==> config.mk <==
export PLATFORM = sky130hd
export DESIGN_NAME = dcs_top
export DESIGN_NICKNAME = d
export VERILOG_FILES = /design/src/hdl/dcs_chan_track.v /design/src/hdl/dcs_top.v
export VERILOG_INCLUDE_DIRS = /design/src /design/src/include
export SDC_FILE = /design/constraint.sdc
export NUM_CORES = 1
export LEC_CHECK = 0
export ABC_AREA = 1
export BUFFER_PORTS_ARGS = -buffer_cell sky130_fd_sc_hd__buf_2
export CORE_MARGIN = 4
export CORE_UTILIZATION = 50
export CTS_CLUSTER_SIZE = 40
export DETAILED_ROUTE_END_ITERATION = 10
export HOLD_SLACK_MARGIN = 0.06
export PLACE_DENSITY = 0.74
export SYNTH_ARGS = -nofsm -noshare
export SYNTH_HDL_FRONTEND = slang
export SYNTH_SLANG_ARGS = --single-unit
export TNS_END_PERCENT = 50
==> constraint.sdc <==
create_clock -name ref_clk_i -period 3.67 [get_ports ref_clk_i]
set_input_delay 0.1835 -clock ref_clk_i [delete_from_list [all_inputs] [get_ports ref_clk_i]]
set_output_delay 0.1835 -clock ref_clk_i [all_outputs]
set_load 0.02 [all_outputs]
==> src/include/dcs_regs.vh <==
// Register map, field positions, reset values and sizes of the channel status block
`ifndef DCS_REGS_VH
`define DCS_REGS_VH

`define DCS_NUM_CH 12
`define DCS_NUM_LVL 4
`define DCS_ADDR_W 8

`define DCS_OFF_BUSY 8'h28
`define DCS_OFF_PEND 8'h2C
`define DCS_OFF_ACTIVE 8'h30
`define DCS_OFF_DESC_BASE 8'h34
`define DCS_OFF_WB_BASE 8'h38
`define DCS_OFF_INT_STAT 8'h50
`define DCS_OFF_INT_MASK 8'h54

`define DCS_RST_BUSY 32'h00000000
`define DCS_RST_PEND 32'h00000000
`define DCS_RST_ACTIVE 32'h00000000
`define DCS_RST_DESC_BASE 32'h00000000
`define DCS_RST_WB_BASE 32'h00000000
`define DCS_RST_INT 3'h0

`define DCS_ACT_CNT_LSB 16
`define DCS_ACT_CNT_MSB 31
`define DCS_ACT_BUSY_BIT 15
`define DCS_ACT_ID_LSB 8
`define DCS_ACT_ID_MSB 12
`define DCS_ACT_LVL_LSB 0
`define DCS_ACT_LVL_MSB 3

`define DCS_INT_W 3
`define DCS_INT_BUS_ERR 0
`define DCS_INT_ACT_DONE 1
`define DCS_INT_ABORT 2

// One descriptor or write-back slot is 128 bits
`define DCS_SLOT_SHIFT 4
`define DCS_ALIGN_MASK 32'h0000000F

`endif

==> src/hdl/dcs_chan_track.v <==
// Busy, pending and enable tracking for one DMA channel
`timescale 1ns/1ps
module dcs_chan_track
(
   input wire ref_clk_i,
   input wire reset_n_i,
   input wire en_req_i,
   input wire buf_empty_i,
   input wire pend_set_i,
   input wire trig_start_i,
   input wire xfer_start_i,
   input wire act_done_i,
   input wire bus_err_i,
   output wire busy_o,
   output wire pend_o,
   output wire enabled_o,
   output wire abort_o
);
   reg busy_ff;
   reg pend_ff;
   reg en_ff;
   reg abort_ff;
   wire nxt_en;
   wire nxt_busy;
   wire nxt_pend;
   wire dis_now;

   // A disable request during a burst waits for the data buffer to drain
   assign nxt_en = en_req_i | (en_ff & busy_ff & ~buf_empty_i);
   assign dis_now = en_ff & ~nxt_en;
   // Start wins over action done or bus error in the same cycle, but not over a disable
   assign nxt_busy = en_ff & nxt_en & xfer_start_i |
                     (busy_ff & nxt_en & ~act_done_i & ~bus_err_i);
   assign nxt_pend = en_ff & nxt_en & pend_set_i |
                     (pend_ff & nxt_en & ~trig_start_i & ~bus_err_i);

   always @(posedge ref_clk_i)
   begin
      if (!reset_n_i)
      begin
         busy_ff <= 1'b0;
         pend_ff <= 1'b0;
         en_ff <= 1'b0;
         abort_ff <= 1'b0;
      end
      else
      begin
         busy_ff <= nxt_busy;
         pend_ff <= nxt_pend;
         en_ff <= nxt_en;
         abort_ff <= dis_now & busy_ff;
      end
   end

   assign busy_o = busy_ff;
   assign pend_o = pend_ff;
   assign enabled_o = en_ff;
   assign abort_o = abort_ff;
endmodule

==> src/hdl/dcs_top.v <==
// Channel status, active channel and section base registers of the DMA controller
//
// Contract
// - A channel's busy flag sets when that channel starts a transfer.
// - Busy clears on trigger action done, bus error or channel disable.
// - A channel's pending flag sets while a transfer waits on it.
// - Pending clears on trigger execution start, bus error or channel disable.
// - Active block count is readable and written back on each new grant; here only on grants that find the active slot occupied.
// - Active block count is valid only while the active slot is occupied.
// - Occupied flag sets on write-back count fetch, clears after write-back.
// - Five-bit active channel index updates on every arbiter grant.
// - One bit per priority level, set while a request of it runs or waits.
// - Read-write descriptor base; descriptors are fetched relative to it.
// - Reserved bits read zero; software writes zero to them.
// - Read-write write-back base, programmed 128-bit aligned, locates write-back.
// - Channel disable waits for buffer drain after burst, then aborts.
//
// The APB slave port was left to the implementer.
`timescale 1ns/1ps
`include "dcs_regs.vh"
module dcs_top
#(
   parameter NUM_CH = `DCS_NUM_CH,
   parameter NUM_LVL = `DCS_NUM_LVL
)
(
   input wire ref_clk_i,
   input wire reset_n_i,
   input wire psel_i,
   input wire penable_i,
   input wire pwrite_i,
   input wire [7:0] paddr_i,
   input wire [31:0] pwdata_i,
   output wire [31:0] prdata_o,
   output wire pready_o,
   output wire pslverr_o,
   input wire [NUM_CH-1:0] chan_en_req_i,
   input wire [2*NUM_CH-1:0] chan_level_i,
   input wire buf_empty_i,
   input wire [NUM_CH-1:0] trig_pend_i,
   input wire [NUM_CH-1:0] trig_start_i,
   input wire [NUM_CH-1:0] xfer_start_i,
   input wire [NUM_CH-1:0] act_done_i,
   input wire [NUM_CH-1:0] bus_err_i,
   input wire grant_i,
   input wire [4:0] grant_id_i,
   input wire wb_fetch_done_i,
   input wire [15:0] wb_fetch_count_i,
   input wire beat_done_i,
   input wire wb_write_ack_i,
   output wire [NUM_CH-1:0] chan_enabled_o,
   output wire [NUM_CH-1:0] chan_abort_o,
   output wire desc_fetch_o,
   output wire [31:0] desc_addr_o,
   output wire wb_write_o,
   output wire [31:0] wb_addr_o,
   output wire [15:0] wb_data_o,
   output wire irq_o
);
   wire [NUM_CH-1:0] busy_w, pend_w, en_w, abort_w;
   reg [NUM_CH-1:0] en_out_ff, abort_out_ff;
   reg [31:0] desc_base_ff, wb_base_ff;
   reg [15:0] act_count_ff;
   reg act_busy_ff;
   reg [4:0] act_id_ff;
   reg [NUM_LVL-1:0] lvl_exec_ff, nxt_lvl_exec;
   reg desc_fetch_ff, wb_write_ff;
   reg [31:0] desc_addr_ff, wb_addr_ff;
   reg [15:0] wb_data_ff;
   reg [`DCS_INT_W-1:0] int_stat_ff, int_mask_ff, nxt_int_stat;
   wire [`DCS_INT_W-1:0] int_event;
   reg irq_ff;
   reg [31:0] prdata_ff, nxt_rdata;
   reg pready_ff, pslverr_ff, nxt_hit;
   wire apb_setup, apb_done, wr_done;
   integer lvl_i, ch_i;
   genvar g;
   generate
      for (g = 0; g < NUM_CH; g = g + 1)
      begin : g_chan
         dcs_chan_track u_track
         (
            .ref_clk_i(ref_clk_i),
            .reset_n_i(reset_n_i),
            .en_req_i(chan_en_req_i[g]),
            .buf_empty_i(buf_empty_i),
            .pend_set_i(trig_pend_i[g]),
            .trig_start_i(trig_start_i[g]),
            .xfer_start_i(xfer_start_i[g]),
            .act_done_i(act_done_i[g]),
            .bus_err_i(bus_err_i[g]),
            .busy_o(busy_w[g]),
            .pend_o(pend_w[g]),
            .enabled_o(en_w[g]),
            .abort_o(abort_w[g])
         );
      end
   endgenerate

   // Retimed so that every top output leaves from a flop
   always @(posedge ref_clk_i)
   begin
      if (!reset_n_i)
      begin
         en_out_ff <= {NUM_CH{1'b0}};
         abort_out_ff <= {NUM_CH{1'b0}};
      end
      else
      begin
         en_out_ff <= en_w;
         abort_out_ff <= abort_w;
      end
   end

   // APB: setup, then one access cycle with pready high
   assign apb_setup = psel_i & ~penable_i;
   assign apb_done = psel_i & penable_i & pready_ff;
   assign wr_done = apb_done & pwrite_i & ~pslverr_ff;

   always @*
   begin
      nxt_rdata = 32'h00000000;
      nxt_hit = 1'b1;
      case (paddr_i)
         `DCS_OFF_BUSY:
         begin
            nxt_rdata[NUM_CH-1:0] = busy_w;
         end
         `DCS_OFF_PEND:
         begin
            nxt_rdata[NUM_CH-1:0] = pend_w;
         end
         `DCS_OFF_ACTIVE:
         begin
            nxt_rdata[`DCS_ACT_CNT_MSB:`DCS_ACT_CNT_LSB] = act_count_ff;
            nxt_rdata[`DCS_ACT_BUSY_BIT] = act_busy_ff;
            nxt_rdata[`DCS_ACT_ID_MSB:`DCS_ACT_ID_LSB] = act_id_ff;
            nxt_rdata[`DCS_ACT_LVL_MSB:`DCS_ACT_LVL_LSB] = lvl_exec_ff;
         end
         `DCS_OFF_DESC_BASE:
         begin
            nxt_rdata = desc_base_ff;
         end
         `DCS_OFF_WB_BASE:
         begin
            nxt_rdata = wb_base_ff;
         end
         `DCS_OFF_INT_STAT:
         begin
            nxt_rdata[`DCS_INT_W-1:0] = int_stat_ff;
         end
         `DCS_OFF_INT_MASK:
         begin
            nxt_rdata[`DCS_INT_W-1:0] = int_mask_ff;
         end
         default:
         begin
            nxt_hit = 1'b0;
         end
      endcase
      // Word-aligned access only
      if (paddr_i[1:0] != 2'h0)
      begin
         nxt_hit = 1'b0;
      end
   end

   always @(posedge ref_clk_i)
   begin
      if (!reset_n_i)
      begin
         prdata_ff <= 32'h00000000;
         pready_ff <= 1'b0;
         pslverr_ff <= 1'b0;
      end
      else if (apb_setup)
      begin
         prdata_ff <= pwrite_i ? 32'h00000000 : nxt_rdata;
         pready_ff <= 1'b1;
         pslverr_ff <= ~nxt_hit;
      end
      else if (apb_done)
      begin
         prdata_ff <= 32'h00000000;
         pready_ff <= 1'b0;
         pslverr_ff <= 1'b0;
      end
   end

   // Base registers; alignment is left to software, low bits are stored as written
   always @(posedge ref_clk_i)
   begin
      if (!reset_n_i)
      begin
         desc_base_ff <= `DCS_RST_DESC_BASE;
         wb_base_ff <= `DCS_RST_WB_BASE;
         int_mask_ff <= `DCS_RST_INT;
      end
      else if (wr_done)
      begin
         if (paddr_i == `DCS_OFF_DESC_BASE)
         begin
            desc_base_ff <= pwdata_i;
         end
         if (paddr_i == `DCS_OFF_WB_BASE)
         begin
            wb_base_ff <= pwdata_i;
         end
         if (paddr_i == `DCS_OFF_INT_MASK)
         begin
            int_mask_ff <= pwdata_i[`DCS_INT_W-1:0];
         end
      end
   end

   // Active channel slot
   always @(posedge ref_clk_i)
   begin
      if (!reset_n_i)
      begin
         act_count_ff <= 16'h0000;
         act_busy_ff <= 1'b0;
         act_id_ff <= 5'h00;
         desc_fetch_ff <= 1'b0;
         desc_addr_ff <= 32'h00000000;
         wb_write_ff <= 1'b0;
         wb_addr_ff <= 32'h00000000;
         wb_data_ff <= 16'h0000;
      end
      else
      begin
         desc_fetch_ff <= 1'b0;
         wb_write_ff <= 1'b0;
         if (grant_i)
         begin
            act_id_ff <= grant_id_i;
            desc_fetch_ff <= 1'b1;
            desc_addr_ff <= desc_base_ff + {23'h000000, grant_id_i, 4'h0};
            if (act_busy_ff)
            begin
               // Outgoing channel's count goes back to its own slot
               wb_write_ff <= 1'b1;
               wb_data_ff <= act_count_ff;
               wb_addr_ff <= wb_base_ff + {23'h000000, act_id_ff, 4'h0};
            end
         end
         if (wb_fetch_done_i)
         begin
            act_count_ff <= wb_fetch_count_i;
            act_busy_ff <= 1'b1;
         end
         else
         begin
            if (beat_done_i && act_busy_ff && act_count_ff != 16'h0000)
            begin
               act_count_ff <= act_count_ff - 16'h0001;
            end
            if (wb_write_ack_i)
            begin
               act_busy_ff <= 1'b0;
            end
         end
      end
   end

   // Level bits from every busy or waiting channel of that level
   always @*
   begin
      nxt_lvl_exec = {NUM_LVL{1'b0}};
      for (lvl_i = 0; lvl_i < NUM_LVL; lvl_i = lvl_i + 1)
      begin
         for (ch_i = 0; ch_i < NUM_CH; ch_i = ch_i + 1)
         begin
            if ((busy_w[ch_i] | pend_w[ch_i]) &&
                chan_level_i[2*ch_i +: 2] == lvl_i[1:0])
            begin
               nxt_lvl_exec[lvl_i] = 1'b1;
            end
         end
      end
   end

   always @(posedge ref_clk_i)
   begin
      if (!reset_n_i)
      begin
         lvl_exec_ff <= {NUM_LVL{1'b0}};
      end
      else
      begin
         lvl_exec_ff <= nxt_lvl_exec;
      end
   end

   // Sticky events; a new event wins over a same-cycle clear
   assign int_event[`DCS_INT_BUS_ERR] = |bus_err_i;
   assign int_event[`DCS_INT_ACT_DONE] = |act_done_i;
   assign int_event[`DCS_INT_ABORT] = |abort_w;

   always @*
   begin
      nxt_int_stat = int_stat_ff;
      if (wr_done && paddr_i == `DCS_OFF_INT_STAT)
      begin
         nxt_int_stat = int_stat_ff & ~pwdata_i[`DCS_INT_W-1:0];
      end
      nxt_int_stat = nxt_int_stat | int_event;
   end

   always @(posedge ref_clk_i)
   begin
      if (!reset_n_i)
      begin
         int_stat_ff <= `DCS_RST_INT;
         irq_ff <= 1'b0;
      end
      else
      begin
         int_stat_ff <= nxt_int_stat;
         irq_ff <= |(nxt_int_stat & int_mask_ff);
      end
   end

   assign prdata_o = prdata_ff;
   assign pready_o = pready_ff;
   assign pslverr_o = pslverr_ff;
   assign chan_enabled_o = en_out_ff;
   assign chan_abort_o = abort_out_ff;
   assign desc_fetch_o = desc_fetch_ff;
   assign desc_addr_o = desc_addr_ff;
   assign wb_write_o = wb_write_ff;
   assign wb_addr_o = wb_addr_ff;
   assign wb_data_o = wb_data_ff;
   assign irq_o = irq_ff;
endmodule

# Word level (Yosys, flattened, before mapping)
# Index checks and enable logic that the tools add are counted.
[totals]
reg_bits = 285
in_bits = 167
out_inout_bits = 141
wordCells = 526
[classes]
n_addsub = 3
eq_ne = 43
muxes = 70
n_bitwise = 265
reduce_logical = 78
[op_table]
columns = ["op", "count"]
rows = [
  ["1-bit bitwise AND", 161],
  ["32-bit 2-to-1 mux", 3],
  ["32-bit by 9-bit adder with 32-bit output", 2],
  ["1-bit 2-to-1 mux", 57],
  ["1-bit inverter", 52],
  ["1-bit logical AND", 51],
  ["17-bit case mux with 3 select lines", 1],
  ["2-bit == test, second input constant", 24],
  ["1-bit bitwise OR", 48],
  ["8-bit by 6-bit == test with 1-bit output, second input constant", 5],
  ["12-bit OR reduction", 3],
  ["16-bit 2-to-1 mux", 2],
  ["2-bit by 1-bit == test with 1-bit output, second input constant", 12],
  ["2-bit zero test", 12],
  ["3-bit case mux with 7 select lines", 1],
  ["4-bit case mux with 5 select lines", 1],
  ["8-bit by 7-bit == test with 1-bit output, second input constant", 2],
  ["4-bit case mux with 4 select lines", 1],
  ["16-bit nonzero test", 1],
  ["16-bit by 1-bit subtractor with 16-bit output, second input constant", 1],
  ["2-bit AND reduction", 5],
  ["2-bit nonzero test", 4],
  ["7-bit OR reduction", 1],
  ["3-bit bitwise AND", 2],
  ["7 further kinds", 7],
]

# Longest topological paths before layout
[logic_depth]
word_depth = 14
mapped_depth = 12
mapped_depth_nobuf = 12

# By module
# Synthesis repeated with hierarchy kept, for this count alone.
[unflattened]
cells_unflattened = 2204
area_unflattened_um2 = 14470.1
[by_module_without_submodules]
columns = ["mod", "instances", "cells_each", "area_per_inst_um2", "seq_area_each_um2"]
rows = [
  ["dcs_top", 1, 1964, 12548.3, 4744.6],
  ["dcs_chan_track", 12, 20, 160.2, 80.1],
]

# Worst setup path before layout
# No wires, ideal clock.
[synth_timing]
path_kind = "reg-to-reg"
start = "register wb_base_ff[4]"
end = "register wb_addr_ff[28] (netlist: wb_addr_o[28])"
t_arrival_ps = 1671
required_time_ps = 3561
path_slack_ps = 1890
stages_incl_launch_ff = 11
synth_period_minus_slack_ps = 1780
path_cell_list = "dfxtp_1 ha_1 fa_1 nand3_1 nand3_1 nand2_1 nand2_1 nand3_1 nand3_1 nand2_1 inv_1"
[synth_via]
elab_chain_cells = 1
[synth_lines]
columns = ["element", "line", "rtl"]
rows = [
  ["from (decl)", "dcs_top.v:62", "reg [31:0] desc_base_ff, wb_base_ff;"],
  ["from (signal assigned)", "dcs_top.v:196", "wb_base_ff <= `DCS_RST_WB_BASE;"],
  ["from (signal assigned)", "dcs_top.v:207", "wb_base_ff <= pwdata_i;"],
  ["32-bit by 9-bit adder with 32-bit output", "dcs_top.v:244", "wb_addr_ff <= wb_base_ff + {23'h000000, act_id_ff, 4'h0};"],
  ["to (signal assigned)", "dcs_top.v:244", ""],
  ["to (decl)", "dcs_top.v:68", "reg [31:0] desc_addr_ff, wb_addr_ff;"],
]
# Every way passes these cells.
# A chain may end at the register's enable or synchronous reset.

# Worst setup path in the final report
[layout_timing]
start = "register act_count_ff[0]"
end = "register act_count_ff[1]"
[layout_via]
elab_chain_cells = 3
[layout_lines]
columns = ["element", "line", "rtl"]
rows = [
  ["from (decl)", "dcs_top.v:63", "reg [15:0] act_count_ff;"],
  ["from (signal assigned)", "dcs_top.v:249", "act_count_ff <= wb_fetch_count_i;"],
  ["from (signal assigned)", "dcs_top.v:256", "act_count_ff <= act_count_ff - 16'h0001;"],
  ["16-bit by 1-bit subtractor with 16-bit output or 16-bit nonzero test (tied branches)", "dcs_top.v:256, dcs_top.v:254", ""],
  ["16-bit 2-to-1 mux or 1-bit logical AND (tied branches)", "dcs_top.v:254", "if (beat_done_i && act_busy_ff && act_count_ff != 16'h0000)"],
  ["16-bit 2-to-1 mux or 2-bit nonzero test (tied branches)", "n/a", ""],
]
# Parallel ways exist; a longest one is shown, timed or not. The select of a mux whose other input is x is not followed.

==> metrics.yaml <==
grt_max_degree: 89
synth_common_cells: "478 x nand2_1, 347 x nor2_1, 285 x dfxtp_1"
multi_input_area_sq_um: 6940
antenna_found_initial: 0
chipWidth_um: 175
ys_warn_count: 0
crit_path_max_incr_delay_ps: 580
min_path_cells: 5
place_area_sq_um: 15700
firstDrtPassIters: 5
hold_start: "chan_level_i[23]"
synth-edff-count: 0
r2r_end: "act_count_ff[1]"
ys_types: 40
whs_ps: 93.4
tightest_slew_ps: 992
cp_top_family: "simple AND/OR/NAND/NOR gates"
cts_buffer_depth: 3
die_y_um: 175
seq_area_sq_um: 5710
finalHoldViolations: 0
hold_path.class: "in2reg"
netlist.area_leader.share_pct: 40.8
grt_pass1_vias: 15340
nFillCells: 2450
synthCells: 2119
overflow: 0
synth.avg_cell_area_sq_um: 6.60
grt_use_total_pct: 34.7
finalPower_w: 0.00745
yosysMostFrequentCell: "nand2_1"
clk_pin_slew_worst_paths_ps: 60
async_flop_share_pct: 0
setup.worst_path.end_class: "flip-flop"
period_share_pct: 73.8
hold_end: "lvl_exec_ff[3]"
drv_cap: 0
num_antenna_cells: 0
crit_chain: "inv_1, ha_1, nand3_1, nor2_1, nand2_1, nand2_2, nand2_2, o21ai_0, a21oi_1, dlygate4sd3_1"
synth_ff_type: "dfxtp_1"
ys_ff_latch: 285
initial_utilization_pct: 51.3
cts_tree: "built"
port_buffers: 307
p_seq_share_pct: 43.8
first_iter_violations: 1730
switchingPower_w: 0.00191
tns_ps: 0
io_pins: 308
post_drt_wl_per_cell_um: 18.8
syn-cell-area_sq_um: 14000
cts_htree_levels: 1
drt_wl_total_mm: 55.0
setup_viol: 0
yosysTopAreaCell: "dfxtp_1"
finalMaxSlewViolations: 0
path_max_fanout: 17
finalWeightedCongestion: 0.957
grt_pass1_wl_mm: 85.4
rsz0062_at_grt: "false"
crit_path_frequent_cell: "nand2_2"
vdd_ir_drop_max_v: 0.000364
vias: 15908
pwr-share-clk_pct: 44.9
antenna_left: 0
required_ps: 4130
synth_fp_nets: 2299
crit_slowest_cell: "dlygate4sd3_1"
critPathLaunchType: "flip-flop"
nets: 2705
clk_latency_ps: 570
startpoint: "act_count_ff[0]"
post_route_cells_drive_above_1_share_pct: 16.0
cts_resized: 0
fin_skew_ps: 11.6
comb_power_share_pct: 11.3
cts_sinks: 285
r2r-start: "act_count_ff[0]"
via_per_inst: 5.44
rr_worst_depth: 10
design_area_sq_um: 18200
drc_errors: 0
dieArea_sq_um: 30700
r2r_setup_slack_ps: 960
outcome: "complete, no violations"
sw_frac_of_total_pct: 25.7
finish.utilization_pct: 66.8
ys_top_cells_by_area: "dfxtp_1 41%, nand2_1 13%, nor2_1 9.3%"
coreArea_sq_um: 27300
power.leakage_nw: 8.52
max_clock_freq_ghz: 0.369
finalCriticalPeriod_ps: 2710
intPower_w: 0.00554
area_delta_synth_final_pct: 30.0
ys_seq_area_share_pct: 40.8
worstPathArrival_ps: 3160
num_rows: 60
cts_root_buf: "clkbuf_16"
worstSetupPathType: "reg2reg"
cts_made_buffers: 31
power_density_nw_per_um2: 410
dp_hpwl_mm: 40.5
critPathBufInv: 2
relSlewSlack_pct: 33.8
==> power by group through the flow <==
stage	logic (W)	registers, W	clock network [W]
finish	0.000841	0.00326	0.00335
global route	0.000917	0.00327	0.00352
CTS	0.000821	0.00326	0.00338
detailed placement	0.000713	0.00333	0
global placement	0.000704	0.00332	0
floorplan	0.000354	0.00338	0
==> kinds of logic (layout without fill, tap and decap cells) <==
kind of cell	after synthesis	count (layout)	synth area share [%]
simple gates	1121	1121	33.4
buf+inv	340	771	9.63
fa+ha+maj	13	13	1.27
xor+xnor	20	20	1.25
compound gates	340	340	13.6
flops	285	285	40.8
==> per-layer routing <==
layer	GRT usage [%]	vias to the layer above	wire length, um
li1	-	7650	-
met1	44.3	7301	22300
met2	58.4	787	25600
met3	5.27	170	4200
met4	15.4	0	2850
met5	0	-	0
==> state kept, by name, summed over array words and instances (netlist names), 3 cells and up <==
| name | count |
|---|---|
| act_count_ff | 16 |
| act_id_ff | 5 |
| chan_abort_o | 12 |
| chan_enabled_o | 12 |
| desc_addr_o | 32 |
| desc_base_ff | 32 |
| g_chan.u_track.abort_o | 12 |
| g_chan.u_track.busy_o | 12 |
| g_chan.u_track.enabled_o | 12 |
| g_chan.u_track.pend_o | 12 |
| int_mask_ff | 3 |
| int_stat_ff | 3 |
| lvl_exec_ff | 4 |
| prdata_o | 32 |
| wb_addr_o | 32 |
| wb_base_ff | 32 |
| wb_data_o | 16 |
==> worst min-delay path, delay by kind of cell <==
kind                   cells  cell delay, ps
buffers and inverters      2             150
AOI/OAI and AO/OA          1             100
and+or+nand+nor            2             190
==> worst max-delay path by stage <==
stage	to	slack [ps]	cells after the start
final	act_count_ff[1]	960	10
after detailed placement	desc_base_ff[27]	1250	8
after floorplan	wb_addr_o[28]	1890	10
after global routing	act_count_ff[6]	810	10
after CTS	act_count_ff[1]	1100	10
after global placement	desc_base_ff[10]	1330	8
==> layout make-up <==
cell class,instances,area share [%]
clock inverter,16,1.22
inverter,257,5.32
tap,372,2.56
sequential,285,31.4
timing repair buffer,456,16.6
clock buffer,42,4.82
multi-input combinational,1494,38.2
==> per-stage QoR <==
| stage | setup WS, ps | cells |
|---|---|---|
| after floorplan | 1890 | 2119 |
| after global placement | 1330 | 2726 |
| after detailed placement | 1250 | 2726 |
| after CTS | 1100 | 2922 |
| after global routing | 813 | 2922 |
| final | 963 | 2922 |
==> cells in the final DEF, fill, tap and decap left out, types with 12 or more instances in the layout <==
master	Yosys	routed
inv_1	249	248
o21ai_0	124	124
clkbuf_16	0	31
o211ai_1	20	20
buf_2	16	306
dlygate4sd3_1	0	138
a21oi_1	120	119
xor2_1	18	18
a31oi_1	16	16
nand4_1	25	25
nor2_1	347	347
nor3_1	44	44
o21ai_1	18	18
nand2_1	478	478
dfxtp_1	285	285
a32oi_1	12	12
nand3_1	204	204
==> repair_timing <==
action / in CTS / in global routing
endpoints found under the hold margin: 168 / 0
endpoints found under the setup margin: 0 / 0
buffers inserted: 0 / 0
hold buffers: 138 / 0
No activity file was read; power rests on OpenSTA's default activity.
